### src/qmc_pkg.sv
// How it works
// RULE1: Four coarse mixer bits add +fs/8, +fs/4, +fs/2, -fs/4 shifts.
// RULE2: Gain words are 11-bit unsigned, point between bits 9 and 10, reset unity.
// RULE3: First pair outputs are delayed zero to three cycles, reset zero.
// RULE4: Second pair outputs are delayed zero to three cycles independently, reset zero.
// RULE5: Phase correction words are 12-bit signed fractions from -0.5, reset zero.
// RULE6: First pair phase word times second channel is added to first channel.
// RULE7: Second pair phase word times fourth channel is added to third channel.
// RULE8: First pair gains wait; phase write auto-syncs gains and phase together.
// RULE9: Second pair gain and delay wait; phase write auto-syncs all three together.
// RULE10: Each pair's 16-bit offset adds to accumulator upper 16 bits.
// RULE11: The offset-adjusted 16 bits index the sine and cosine tables.
// RULE12: First pair frequency writes wait; offset write auto-syncs offset and frequency.
// RULE13: Second pair frequency writes wait; offset write auto-syncs all three registers.
// RULE14: Frequency words are 32-bit signed from low and high halves.
// RULE15: PLL reset bit holds the loop filter at zero volts.
// RULE16: Divider-sync enable, set at reset, routes the sync input to N dividers.
// RULE17: PLL enable selects the PLL; cleared by default, the PLL is bypassed.
// RULE18: Charge pump codes: 00 none, 01 single, 11 dual, 10 unused.
// RULE19: Prescaler codes 010 to 111 divide by 2 to 7, 000 by 8.
// RULE20: Read-only loop filter voltage in 0.4125 V steps; aim for 010 to 101.
// RULE21: Each buffered group has a four-bit sync source select, default 0001.
// RULE22: Reserved bits read their defaults; writes to them change nothing.
package qmc_pkg;

  // Register bus request carried as one bundle.
  typedef struct packed {
    logic        wr;
    logic        rd;
    logic [7:0]  addr;
    logic [15:0] data;
  } qmc_bus_req_t;

  // Active correction settings of both pairs.
  typedef struct packed {
    logic [3:0]  cmix;
    logic [10:0] gain2;
    logic [10:0] gain3;
    logic [10:0] gain4;
    logic [1:0]  dly1;
    logic [1:0]  dly2;
    logic [11:0] ph1;
    logic [11:0] ph2;
  } qmc_corr_t;

  // Active fine mixer settings of both pairs.
  typedef struct packed {
    logic [15:0] ofs1;
    logic [15:0] ofs2;
    logic [31:0] freq1;
    logic [31:0] freq2;
  } qmc_nco_t;

  localparam int NREG = 13;
  localparam int IDX_CMIXG = 0;
  localparam int IDX_GAIN3 = 1;
  localparam int IDX_DLYG4 = 2;
  localparam int IDX_PH1   = 3;
  localparam int IDX_PH2   = 4;
  localparam int IDX_OFS1  = 5;
  localparam int IDX_OFS2  = 6;
  localparam int IDX_FL1   = 7;
  localparam int IDX_FH1   = 8;
  localparam int IDX_FL2   = 9;
  localparam int IDX_FH2   = 10;
  localparam int IDX_PLL   = 11;
  localparam int IDX_SSEL  = 12;

  localparam logic [7:0] REG_OFF [NREG] = '{8'h0D, 8'h0E, 8'h0F, 8'h10, 8'h11, 8'h12,
    8'h13, 8'h14, 8'h15, 8'h16, 8'h17, 8'h18, 8'h1E};
  localparam logic [7:0] OFF_SOFT_SYNC = 8'h1F;
  localparam logic [15:0] REG_RST [NREG] = '{16'h0400, 16'h0400, 16'h0400, 16'h0000,
    16'h0000, 16'h0000, 16'h0000, 16'h0000, 16'h0000, 16'h0000, 16'h0000, 16'h0808,
    16'h1111};
  localparam logic [15:0] REG_MASK [NREG] = '{16'hF7FF, 16'h07FF, 16'hF7FF, 16'h0FFF,
    16'h0FFF, 16'hFFFF, 16'hFFFF, 16'hFFFF, 16'hFFFF, 16'hFFFF, 16'hFFFF, 16'h1CF8,
    16'hFFFF};
  localparam logic [15:0] PLL_FIXED = 16'h2000;

  localparam int PLL_RST_BIT = 12;
  localparam int PLL_NDS_BIT = 11;
  localparam int PLL_ENA_BIT = 10;
  localparam int CP_LSB      = 6;
  localparam int PRE_LSB     = 3;
  localparam int CMIX_LSB    = 12;
  localparam int DLY1_LSB    = 14;
  localparam int DLY2_LSB    = 12;

  localparam int SRC_SOFT = 3;
  localparam int SRC_PIN  = 2;
  localparam int SRC_OSTR = 1;
  localparam int SRC_AUTO = 0;
  localparam int GRP_CORR1 = 3;
  localparam int GRP_CORR2 = 2;
  localparam int GRP_MIX1  = 1;
  localparam int GRP_MIX2  = 0;

  localparam int GAIN_FRAC = 10;
  localparam int PHC_FRAC  = 12;
  localparam logic [2:0] LF_LOW    = 3'h2;
  localparam logic [2:0] LF_HIGH   = 3'h5;
  localparam logic [2:0] PRE_CODE8 = 3'h0;
  localparam logic [3:0] PRE_DIV8  = 4'h8;

endpackage : qmc_pkg

### src/qmc_cfg_bank.sv
// The implementer's own choice: the strobed register port.
`timescale 1ns/1ns
module qmc_cfg_bank (
  input  wire logic               SYS_CLK,
  input  wire logic               NRST,
  input  wire logic [7:0]         ADDR,
  input  wire logic [15:0]        WR_DATA,
  input  wire logic               WR_EN,
  input  wire logic               RD_EN,
  output      logic [15:0]        RD_DATA,
  input  wire logic               SYNC_PIN,
  input  wire logic               OSTR_PIN,
  input  wire logic [2:0]         PLL_LF_VOLT,
  input  wire logic signed [15:0] SAMPLE_A,
  input  wire logic signed [15:0] SAMPLE_B,
  input  wire logic signed [15:0] SAMPLE_C,
  input  wire logic signed [15:0] SAMPLE_D,
  output      logic [15:0]        OUT_A,
  output      logic [15:0]        OUT_B,
  output      logic [15:0]        OUT_C,
  output      logic [15:0]        OUT_D,
  output      logic [15:0]        NCO_AB_INDEX,
  output      logic [15:0]        NCO_CD_INDEX,
  output      logic [2:0]         CMIX_SHIFT,
  output      logic               PLL_LF_HOLD,
  output      logic               PLL_NDIV_SYNC,
  output      logic               PLL_BYPASS,
  output      logic [1:0]         PLL_PUMPS,
  output      logic [3:0]         PLL_PRESCALE,
  output      logic               PLL_LF_IN_RANGE
);

  ////////////////////////////////////////////////////////////////////////////////
  // Decoding helpers.

  // True when the request writes the given offset.
  function automatic logic wr_hit(input qmc_pkg::qmc_bus_req_t r, input logic [7:0] off);
    return r.wr && (r.addr == off);
  endfunction : wr_hit

  // Total coarse shift in fs/8 units, modulo eight; -fs/4 counts as six.
  function automatic logic [2:0] cmix_total(input logic [3:0] m);
    return (m[3] ? 3'h1 : 3'h0) + (m[2] ? 3'h2 : 3'h0)
         + (m[1] ? 3'h4 : 3'h0) + (m[0] ? 3'h6 : 3'h0);
  endfunction : cmix_total

  // Clamp a wide sum to the signed 16-bit sample range.
  function automatic logic signed [15:0] sat16(input logic signed [19:0] v);
    return (v > 20'sh07FFF) ? 16'sh7FFF : ((v < -20'sh08000) ? -16'sh8000 : v[15:0]);
  endfunction : sat16

  // Unsigned gain with ten fraction bits applied to a signed sample.
  function automatic logic signed [19:0] apply_gain(input logic signed [15:0] s,
                                                    input logic [10:0] g);
    logic signed [27:0] p;
    p = s * $signed({1'b0, g});
    return {{2{p[27]}}, p[27:qmc_pkg::GAIN_FRAC]};
  endfunction : apply_gain

  // Signed phase word with twelve fraction bits applied to a signed sample.
  function automatic logic signed [19:0] apply_phase(input logic signed [15:0] s,
                                                     input logic [11:0] ph);
    logic signed [27:0] p;
    p = s * $signed(ph);
    return {{4{p[27]}}, p[27:qmc_pkg::PHC_FRAC]};
  endfunction : apply_phase

  ////////////////////////////////////////////////////////////////////////////////
  // Bus request and programmed registers.

  qmc_pkg::qmc_bus_req_t req;
  logic [15:0]           reg_q [qmc_pkg::NREG];
  logic [15:0]           rd_mux;
  logic [15:0]           rd_data_q;
  logic                  soft_sync;

  // Bundle the plain bus pins into one request.
  assign req       = {WR_EN, RD_EN, ADDR, WR_DATA};
  assign soft_sync = wr_hit(req, qmc_pkg::OFF_SOFT_SYNC);

  // Only writable bits are stored, so reserved bits never steer anything.
  generate
    for (genvar i = 0; i < qmc_pkg::NREG; i++) begin : g_reg
      always_ff @(posedge SYS_CLK) begin
        if (!NRST) begin
          reg_q[i] <= qmc_pkg::REG_RST[i];
        end else if (wr_hit(req, qmc_pkg::REG_OFF[i])) begin
          reg_q[i] <= req.data & qmc_pkg::REG_MASK[i]; // RULE22
        end
      end
    end
  endgenerate

  ////////////////////////////////////////////////////////////////////////////////
  // Pin synchronisers and sync event detection.

  logic [2:0] sync_sr_q;
  logic [2:0] ostr_sr_q;
  logic [2:0] lf_meta_q;
  logic [2:0] lf_volt_q;
  logic       sync_rise;
  logic       ostr_rise;

  // Two flops before any use; the third stage only serves the edge detector.
  always_ff @(posedge SYS_CLK) begin
    if (!NRST) begin
      sync_sr_q <= 3'h0;
      ostr_sr_q <= 3'h0;
      lf_meta_q <= 3'h0;
      lf_volt_q <= 3'h0;
    end else begin
      sync_sr_q <= {sync_sr_q[1:0], SYNC_PIN};
      ostr_sr_q <= {ostr_sr_q[1:0], OSTR_PIN};
      lf_meta_q <= PLL_LF_VOLT;
      lf_volt_q <= lf_meta_q;
    end
  end

  assign sync_rise = sync_sr_q[1] & ~sync_sr_q[2];
  assign ostr_rise = ostr_sr_q[1] & ~ostr_sr_q[2];

  ////////////////////////////////////////////////////////////////////////////////
  // Register read port; data stands only in the cycle after the strobe.

  // The loop filter field is live state, the reserved top of the PLL word reads 001.
  always_comb begin
    rd_mux = 16'h0000;
    for (int i = 0; i < qmc_pkg::NREG; i++) begin
      if (req.addr == qmc_pkg::REG_OFF[i]) begin
        rd_mux = reg_q[i];
      end
    end
    if (req.addr == qmc_pkg::REG_OFF[qmc_pkg::IDX_PLL]) begin
      rd_mux = reg_q[qmc_pkg::IDX_PLL] | qmc_pkg::PLL_FIXED | {13'h0000, lf_volt_q}; // RULE20
    end
  end

  always_ff @(posedge SYS_CLK) begin
    if (!NRST) begin
      rd_data_q <= 16'h0000;
    end else begin
      rd_data_q <= req.rd ? rd_mux : 16'h0000; // RULE22
    end
  end

  assign RD_DATA = rd_data_q;

  ////////////////////////////////////////////////////////////////////////////////
  // Sync source selection and double-buffered transfer.

  logic [3:0]         grp_sync;
  logic [3:0]         src_evt;
  qmc_pkg::qmc_corr_t corr_q;
  qmc_pkg::qmc_nco_t  nco_q;

  // Events in source order: software, sync pin, strobe pin, own auto-sync.
  assign src_evt = {soft_sync, sync_rise, ostr_rise, 1'b0};

  // The group-closing write raises the auto-sync; any enabled source may also fire.
  generate
    for (genvar g = 0; g < 4; g++) begin : g_sync
      localparam logic [7:0] CLOSE_OFF = (g == qmc_pkg::GRP_CORR1) ? 8'h10 :
                                         (g == qmc_pkg::GRP_CORR2) ? 8'h11 :
                                         (g == qmc_pkg::GRP_MIX1)  ? 8'h12 : 8'h13;
      logic [3:0] sel;
      assign sel         = reg_q[qmc_pkg::IDX_SSEL][4*g+3 -: 4]; // RULE21
      assign grp_sync[g] = |(sel & (src_evt | {3'h0, wr_hit(req, CLOSE_OFF)}));
    end
  endgenerate

  // The auto-sync write lands in the same cycle, so fresh bus data is forwarded.
  logic [15:0] ph1_new;
  logic [15:0] ph2_new;
  logic [15:0] ofs1_new;
  logic [15:0] ofs2_new;
  assign ph1_new  = wr_hit(req, 8'h10) ? (req.data & 16'h0FFF) : reg_q[qmc_pkg::IDX_PH1];
  assign ph2_new  = wr_hit(req, 8'h11) ? (req.data & 16'h0FFF) : reg_q[qmc_pkg::IDX_PH2];
  assign ofs1_new = wr_hit(req, 8'h12) ? req.data : reg_q[qmc_pkg::IDX_OFS1];
  assign ofs2_new = wr_hit(req, 8'h13) ? req.data : reg_q[qmc_pkg::IDX_OFS2];

  // Both pairs share one process, so the packed correction word has a single driver.
  always_ff @(posedge SYS_CLK) begin
    if (!NRST) begin
      corr_q.cmix  <= 4'h0;
      corr_q.gain2 <= 11'h400; // RULE2
      corr_q.ph1   <= 12'h000; // RULE5
      corr_q.gain3 <= 11'h400;
      corr_q.gain4 <= 11'h400;
      corr_q.dly1  <= 2'h0; // RULE3
      corr_q.dly2  <= 2'h0; // RULE4
      corr_q.ph2   <= 12'h000;
    end else begin
      if (grp_sync[qmc_pkg::GRP_CORR1]) begin // RULE8
        corr_q.cmix  <= reg_q[qmc_pkg::IDX_CMIXG][qmc_pkg::CMIX_LSB +: 4];
        corr_q.gain2 <= reg_q[qmc_pkg::IDX_CMIXG][10:0];
        corr_q.ph1   <= ph1_new[11:0];
      end
      if (grp_sync[qmc_pkg::GRP_CORR2]) begin // RULE9
      corr_q.gain3 <= reg_q[qmc_pkg::IDX_GAIN3][10:0];
      corr_q.gain4 <= reg_q[qmc_pkg::IDX_DLYG4][10:0];
      corr_q.dly1  <= reg_q[qmc_pkg::IDX_DLYG4][qmc_pkg::DLY1_LSB +: 2];
      corr_q.dly2  <= reg_q[qmc_pkg::IDX_DLYG4][qmc_pkg::DLY2_LSB +: 2];
        corr_q.ph2   <= ph2_new[11:0];
      end
    end
  end

  // Fine mixer words; frequency halves join into one signed step.
  always_ff @(posedge SYS_CLK) begin
    if (!NRST) begin
      nco_q <= '0;
    end else begin
      if (grp_sync[qmc_pkg::GRP_MIX1]) begin // RULE12
        nco_q.ofs1  <= ofs1_new;
        nco_q.freq1 <= {reg_q[qmc_pkg::IDX_FH1], reg_q[qmc_pkg::IDX_FL1]}; // RULE14
      end
      if (grp_sync[qmc_pkg::GRP_MIX2]) begin // RULE13
        nco_q.ofs2  <= ofs2_new;
        nco_q.freq2 <= {reg_q[qmc_pkg::IDX_FH2], reg_q[qmc_pkg::IDX_FL2]};
      end
    end
  end

  ////////////////////////////////////////////////////////////////////////////////
  // Sample correction and pair delay lines.

  logic signed [15:0] corr_s [4];
  logic [15:0]        tap_q  [4][3];
  logic [15:0]        out_q  [4];

  // Phase terms use the raw partner sample, as the current sample of that pair.
  assign corr_s[0] = sat16({{4{SAMPLE_A[15]}}, SAMPLE_A}
                           + apply_phase(SAMPLE_B, corr_q.ph1)); // RULE6
  assign corr_s[1] = sat16(apply_gain(SAMPLE_B, corr_q.gain2));
  assign corr_s[2] = sat16(apply_gain(SAMPLE_C, corr_q.gain3)
                           + apply_phase(SAMPLE_D, corr_q.ph2)); // RULE7
  assign corr_s[3] = sat16(apply_gain(SAMPLE_D, corr_q.gain4));

  // Three taps per channel; the pair delay picks one, zero meaning no tap.
  generate
    for (genvar c = 0; c < 4; c++) begin : g_ch
      logic [1:0] dly;
      assign dly = (c < 2) ? corr_q.dly1 : corr_q.dly2;
      always_ff @(posedge SYS_CLK) begin
        if (!NRST) begin
          tap_q[c][0] <= 16'h0000;
          tap_q[c][1] <= 16'h0000;
          tap_q[c][2] <= 16'h0000;
          out_q[c]    <= 16'h0000;
        end else begin
          tap_q[c][0] <= corr_s[c];
          tap_q[c][1] <= tap_q[c][0];
          tap_q[c][2] <= tap_q[c][1];
          out_q[c]    <= (dly == 2'h0) ? corr_s[c] : tap_q[c][dly - 2'h1]; // RULE3 RULE4
        end
      end
    end
  endgenerate

  assign OUT_A = out_q[0];
  assign OUT_B = out_q[1];
  assign OUT_C = out_q[2];
  assign OUT_D = out_q[3];

  ////////////////////////////////////////////////////////////////////////////////
  // Phase accumulators and table index.

  logic [31:0] acc1_q;
  logic [31:0] acc2_q;
  logic [15:0] idx1_q;
  logic [15:0] idx2_q;

  // The offset shifts only the top half; the wrap of the sum is intended.
  always_ff @(posedge SYS_CLK) begin
    if (!NRST) begin
      acc1_q <= 32'h00000000;
      acc2_q <= 32'h00000000;
      idx1_q <= 16'h0000;
      idx2_q <= 16'h0000;
    end else begin
      acc1_q <= acc1_q + nco_q.freq1; // RULE14
      acc2_q <= acc2_q + nco_q.freq2;
      idx1_q <= acc1_q[31:16] + nco_q.ofs1; // RULE10 RULE11
      idx2_q <= acc2_q[31:16] + nco_q.ofs2;
    end
  end

  assign NCO_AB_INDEX = idx1_q;
  assign NCO_CD_INDEX = idx2_q;

  ////////////////////////////////////////////////////////////////////////////////
  // Coarse mixer and PLL controls.

  logic [15:0] pll_w;
  logic [2:0]  pre_code;
  logic [1:0]  cp_code;
  logic [2:0]  cmix_q;
  logic        lf_hold_q;
  logic        ndiv_sync_q;
  logic        bypass_q;
  logic [1:0]  pumps_q;
  logic [3:0]  prescale_q;
  logic        lf_ok_q;

  assign pll_w    = reg_q[qmc_pkg::IDX_PLL];
  assign pre_code = pll_w[qmc_pkg::PRE_LSB +: 3];
  assign cp_code  = pll_w[qmc_pkg::CP_LSB +: 2];

  // PLL controls act at once; they are not part of any buffered group.
  always_ff @(posedge SYS_CLK) begin
    if (!NRST) begin
      cmix_q      <= 3'h0;
      lf_hold_q   <= 1'b0;
      ndiv_sync_q <= 1'b0;
      bypass_q    <= 1'b1;
      pumps_q     <= 2'h0;
      prescale_q  <= 4'h1;
      lf_ok_q     <= 1'b0;
    end else begin
      cmix_q      <= cmix_total(corr_q.cmix); // RULE1
      lf_hold_q   <= pll_w[qmc_pkg::PLL_RST_BIT]; // RULE15
      ndiv_sync_q <= pll_w[qmc_pkg::PLL_NDS_BIT] & sync_sr_q[1]; // RULE16
      bypass_q    <= ~pll_w[qmc_pkg::PLL_ENA_BIT]; // RULE17
      pumps_q     <= (cp_code == 2'h3) ? 2'h2 : ((cp_code == 2'h1) ? 2'h1 : 2'h0); // RULE18
      prescale_q  <= (pre_code == qmc_pkg::PRE_CODE8) ? qmc_pkg::PRE_DIV8
                                                      : {1'b0, pre_code}; // RULE19
      lf_ok_q     <= (lf_volt_q >= qmc_pkg::LF_LOW) && (lf_volt_q <= qmc_pkg::LF_HIGH); // RULE20
    end
  end

  assign CMIX_SHIFT      = cmix_q;
  assign PLL_LF_HOLD     = lf_hold_q;
  assign PLL_NDIV_SYNC   = ndiv_sync_q;
  assign PLL_BYPASS      = bypass_q;
  assign PLL_PUMPS       = pumps_q;
  assign PLL_PRESCALE    = prescale_q;
  assign PLL_LF_IN_RANGE = lf_ok_q;
endmodule : qmc_cfg_bank

### config.mk
export PLATFORM = sky130hd
export DESIGN_NAME = qmc_cfg_bank
export DESIGN_NICKNAME = d
export VERILOG_FILES = /design/src/qmc_pkg.sv /design/src/qmc_cfg_bank.sv
export SDC_FILE = /design/constraint.sdc
export NUM_CORES = 2
export LEC_CHECK = 0
export ABC_AREA = 1
export BUFFER_PORTS_ARGS = -buffer_cell sky130_fd_sc_hd__buf_2
export CELL_PAD_IN_SITES_DETAIL_PLACEMENT = 1
export CELL_PAD_IN_SITES_GLOBAL_PLACEMENT = 1
export CORE_AREA = 2 2 444 446
export CTS_CLUSTER_DIAMETER = 30
export DETAILED_ROUTE_END_ITERATION = 8
export DIE_AREA = 0 0 446 448
export PLACE_DENSITY = 0.65
export SLEW_MARGIN = 20
export SYNTH_ARGS = -nofsm -noshare
export SYNTH_HDL_FRONTEND = slang
export SYNTH_SLANG_ARGS = --single-unit
### constraint.sdc
create_clock -name SYS_CLK -period 6.8 [get_ports SYS_CLK]
set_input_delay 0.34 -clock SYS_CLK [delete_from_list [all_inputs] [get_ports SYS_CLK]]
set_output_delay 0.34 -clock SYS_CLK [all_outputs]
set_load 0.1 [all_outputs]
# [Word-level counts from Yosys, hierarchy flattened]
# Memories as Yosys holds them, arrays and structs flattened.
# Index checks and enable logic that the tools add are counted.
# Widths: inputs -> output; s select.
[totals] register_bits=298 ram_bits=464 output_inout_bits=125 word_cells=267 memories=3
[memory_table] name="reg_q" words=13 width=16 read_ports=13 rd_clocked_by_memory_dff=0 write_ports=13 line_no="qmc_cfg_bank.sv:72" text="logic [15:0] reg_q [qmc_pkg::NREG];"
[memory_table] name="tap_q" words=4 width=48 read_ports=4 rd_clocked_by_memory_dff=0 write_ports=4 line_no="qmc_cfg_bank.sv:228" text="logic [15:0] tap_q [4][3];"
[memory_table] name="out_q" words=4 width=16 read_ports=4 rd_clocked_by_memory_dff=0 write_ports=4 line_no="qmc_cfg_bank.sv:229" text="logic [15:0] out_q [4];"
[op_classes] addsub=11 n_mul=5 n_lt_le_gt_ge=12 n_eq_ne=16 n_mux=118 bitwise=47 reduce_logical=25
[op_table] op="$mux 16" n=64
[op_table] op="$mul 16x12->28" n=5
[op_table] op="$bmux 16 s2" n=4
[op_table] op="$eq 8x5->1 const B" n=11
[op_table] op="$add 32x32->32" n=2
[op_table] op="$mux 1" n=43
[op_table] op="$gt 18x16->1 const B" n=2
[op_table] op="$lt 18x16->1 const B" n=2
[op_table] op="$add 16x16->16" n=2
[op_table] op="$or 1x1->1" n=29
[op_table] op="$eq 8x4->1 const B" n=3
[op_table] op="$mux 12" n=2
[op_table] op="$add 18x16->19" n=1
[op_table] op="$gt 19x16->1 const B" n=1
[op_table] op="$lt 19x16->1 const B" n=1
[op_table] op="$add 16x16->17" n=1
[op_table] op="$gt 17x16->1 const B" n=1
[op_table] op="$lt 17x16->1 const B" n=1
[op_table] op="$and 4x4->4" n=4
[op_table] op="$or 16x3->16" n=1
[op_table] op="$or 4x1->4" n=4
[op_table] op="$reduce_or 4->1" n=4
[op_table] op="$logic_and 1x1->1" n=15
[op_table] op="$add 3x3->3" n=2
[op_table] op="other kinds (17)" n=29

# [Depth between registers and ports, before layout]
[depth] depth_word=14 ltp_mapped=42

# [Least setup slack after synthesis]
# Ideal clock, no wire load.
[synth_timing] kind="flip-flop to flip-flop" start="register corr_q[15] in the netlist's numbering" end="memory out_q[0][10]" setup_ps=109 arrival_ps=6546 t_required_ps=6691 slack_ps=145 path_stages_with_launch=32 n_path_buf=3 synth_period_minus_slack_ps=6655 cell_sequence="dfxtp_1 > clkbuf_1 > clkbuf_1 > nand2_1 > fa_1 > fa_1 > fa_1 > inv_1 > fa_1 > inv_1 > fa_1 > inv_1 > ha_1 > a21oi_1 > o21ai_0 > o21bai_1 > a21oi_1 > xor2_1 > ha_1 > inv_1 > fa_1 > o21ai_0 > nand2_1 > nand2_1 > nand3_1 > nand3_1 > nand4_1 > buf_4 > nand2_1 > nand3_1 > nand2_1 > inv_1"
[synth_rtl] item="start: declaration" line_no="qmc_cfg_bank.sv:153" text="qmc_pkg::qmc_corr_t corr_q;"
[synth_rtl] item="end: declaration" line_no="qmc_cfg_bank.sv:229"

==> run_results.csv <==
group,metric,value,unit
worst_setup_path,slowest_delay,0.55,ns
synthesis,synth_top_area_share,24.8,%
placement,placed_cell_area,74200,µm²
worst_setup_path,start_kind,"register",
drt,post_drt_wl_per_cell,19.4,µm
clock_tree,htree_levels,4,
drt,drc_errors,0,
floorplanning,coreArea,195000,µm²
floorplanning,die_y,448,µm
sta,max_freq,150,MHz
worst_setup_path,path_max_fanout,7,
worst_setup_path,rr_startpoint,"corr_q[5]$_SDFFE_PN0P_",
floorplanning,start_util,34.8,%
final_layout,postLayoutCellArea,83600,µm²
synthesis,synth_edf_count,185,
synthesis,syn_nets,10186,
placement,port_buffers,221,
drt,via_per_inst,4.91,
power_and_ir_drop,p_per_area,389,nW/µm²
power_and_ir_drop,p_leak,43.4,nW
final_layout,fin_nets,10738,
worst_setup_path,end_kind,"register",
grt,track_usage,23.3,%
final_layout,nFillCells,23399,
drt,ant_nets,0,
sta,drv_slew,0,
synthesis,seq_area_frac_synth,24.6,%
placement,place_inst,11655,
worst_setup_path,cp_slowest_cell,"fa_1",
sta,hold_ws,0.131,ns
sta,final_hold_viol_count,0,
sta,fin_crit,6.66,ns
drt,dr.pass1.iters,6,
clock_tree,cts.path.max_buffers,3,
clock_tree,cts_tree,"yes",
floorplanning,chipWidth,446,µm
worst_hold_path,hold_path_class,"input pin to register",
drt,num_vias,59436,
worst_setup_path,required,7.46,ns
worst_setup_path,cp-startpoint,"corr_q[5]$_SDFFE_PN0P_",
worst_setup_path,critical_path_class,"register to register",
synthesis,ys_seq_elements,739,
grt,grt.overflow.total,0,
worst_setup_path,crit_path_end,"out_q[2][2]$_SDFF_PN0_",
synthesis,yosys_warnings,0,
floorplanning,ios,222,
synthesis,synth_area,67800,µm²
drt,wl,235000,µm
placement,gp_congestion,0.901,
floorplanning,num_rows,162,
clock_tree,clock_latency,0.82,ns
worst_setup_path,r2r_end,"out_q[2][2]$_SDFF_PN0_",
clock_tree,cts_made_buffers,194,
synthesis,synth_common_cells,"nand2_1 (2037), inv_1 (1906), fa_1 (838), nor2_1 (785), a21oi_1 (556)",
worst_setup_path,reg2regPathDepth,34,
synthesis,synthTopCellsByArea,"fa_1 (25%), dfxtp_1 (16%), nand2_1 (11%), inv_1 (11%), edfxtp_1 (8.2%)",
clock_tree,cts.sinks,739,
power_and_ir_drop,vdd_drop_max,527,µV
final_layout,drive_gt1_share,14.6,%
worst_setup_path,critPathArrivalTime,7.32,ns
clock_tree,cts-root-buf,"clkbuf_16",
sta,tightest_slew,1.10,ns
synthesis,synthArstFlopShare,0,%
sta,skew,0.0705,ns
synthesis,syn_inst,8836,
grt,grt_pass1_vias,64976,
synthesis,ys.flop_type,"dfxtp_1",
placement,hpwl,183000,µm
power_and_ir_drop,p_total,32.5,mW
final_layout,final-seq-area,16700,µm²
synthesis,synth.avg_cell_area,7.67,µm²
grt,grt_pass1_wl,365000,µm
synthesis,synth.distinct_cells,58,
sta,max_slew_margin,26.4,%
outcome,outcome,"complete, no violations",
final_layout,final_cells,12101,
grt,grt_max_degree,90,
clock_tree,clkTransAtPathRegs,0.04,ns
sta,period_share,98.0,%
worst_setup_path,r2r_setup_slack,0.14,ns
synthesis,synth_top_area_cell,"fa_1",
floorplanning,die_area,200000,µm²
worst_setup_path,crit_top_cell,"nand2_1",
flow_run,maxCapViolCount,0,
sta,setup_viol,0,
drt,drt_iter0_markers,2904,
final_layout,syn2layout_area_growth,23.3,%
final_layout,multi_input_area,43900,µm²
synthesis,synthMostInstantiatedCell,"nand2_1",
sta,rsz0062_at_grt,"true",
grt,antenna_found_initial,20,
cell families after synthesis:
kind of cell    after synthesis  share of synthesized area, %
compound gates             1201                          9.53
buf+inv                    2293                          12.9
flops                       739                          24.6
xor+xnor                    129                          1.67
fa+ha+maj                  1253                          32.4
simple gates               3221                          19.0
registers in the layout, summed over array words and instances (netlist names), 4 cells and up:
name          flops
PLL_PRESCALE      4
reg_q           185
acc1_q           32
RD_DATA          16
NCO_AB_INDEX     16
g_ch.dly          4
nco_q            96
out_q            64
tap_q           192
acc2_q           32
corr_q           61
NCO_CD_INDEX     16
how the worst min path moves through the flow:
stage	startpoint	end	slack, ns	cells after the start
after floorplan	lf_meta_q[0]$_SDFF_PN0_	lf_volt_q[0]$_SDFF_PN0_	0.39	2
after global placement	tap_q[0][71]$_SDFF_PN0_	tap_q[0][55]$_SDFF_PN0_	0.40	2
after detailed placement	lf_meta_q[0]$_SDFF_PN0_	lf_volt_q[0]$_SDFF_PN0_	0.41	2
after CTS	ADDR[3]	RD_DATA[7]$_SDFF_PN0_	0.07	6
after global routing	ADDR[3]	RD_DATA[7]$_SDFF_PN0_	0.11	6
final	ADDR[3]	RD_DATA[7]$_SDFF_PN0_	0.13	6
critical path, delay by kind of cell (launching register included):
kind,cells,cell delay (ns)
buf+inv,5,0.58
flops,1,0.39
simple gates,18,1.55
xor+xnor,1,0.14
fa+ha+maj,7,3.20
compound gates,3,0.64
area by class of cell:
cell class,count,share of cell area (%)
Multi-Input combinational cell,5804,52.6
Sequential cell,739,20.0
Inverter,1927,8.67
Timing Repair Buffer,722,6.67
Clock buffer,236,6.35
Tap cell,2542,3.81
Clock inverter,122,1.91
Antenna cell,9,0.0269
what timing repair did:
action | CTS | global route
setup buffers | 11 | 30
hold endpoints to repair | 93 | 0
pin swaps | 4 | 123
hold buffers | 30 | 0
endpoints found under the setup margin | 62 | 64
gates resized for setup | 33 | 344
cloned | 2 | 7
through the flow:
| step | TNS, ns | setup slack, ns | util [%] |
|---|---|---|---|
| 4_1_cts | 0 | 0.00629 | 42.0 |
| 5_1_grt | -4.11 | -0.159 | 42.9 |
| 3_5_place_dp | -10.57 | -0.326 | 38.1 |
| 2_1_floorplan | 0 | 0.145 | - |
| 3_3_place_gp | -6.29 | -0.228 | 38.1 |
| 6_report | 0 | 0.136 | 42.9 |
where the power goes:
part / switching, mW / leakage [nW] / internal, mW
Clock: 3.07 / 3.27 / 6.47
Sequential: 0.374 / 6.33 / 5.24
Combinational: 10.8 / 33.8 / 6.61
Total: 14.2 / 43.4 / 18.3
cell usage in the layout, fill, tap and decap left out, types with 27 or more instances in the layout:
master,Yosys,final
a21oi_1,556,507
buf_2,39,220
inv_1,1906,1884
nand4_1,48,48
a21oi_2,1,47
o21a_1,32,32
clkbuf_16,0,206
fa_1,838,829
nor2_1,785,764
o21ai_0,434,401
xor2_1,82,73
nand2_1,2037,1985
dlygate4sd3_1,0,30
nor3_1,39,29
clkinvlp_4,0,36
nand2_2,32,76
edfxtp_1,185,185
dfxtp_1,554,537
buf_4,5,417
a21o_1,27,27
buf_12,0,36
nand3_1,207,184
xnor2_1,47,45
ha_1,415,372
ha_4,0,39
a31oi_1,75,70
metal layers:
metal / wire length [µm] / share of wire, % / track usage (%)
met1: 100000 / 43 / 29.1
met2: 117000 / 50 / 41.3
met3: 10600 / 4.5 / 3.35
met4: 7310 / 3.1 / 7.74
met5: 78 / 0.033 / 0
No activity file was read; power rests on OpenSTA's default activity.
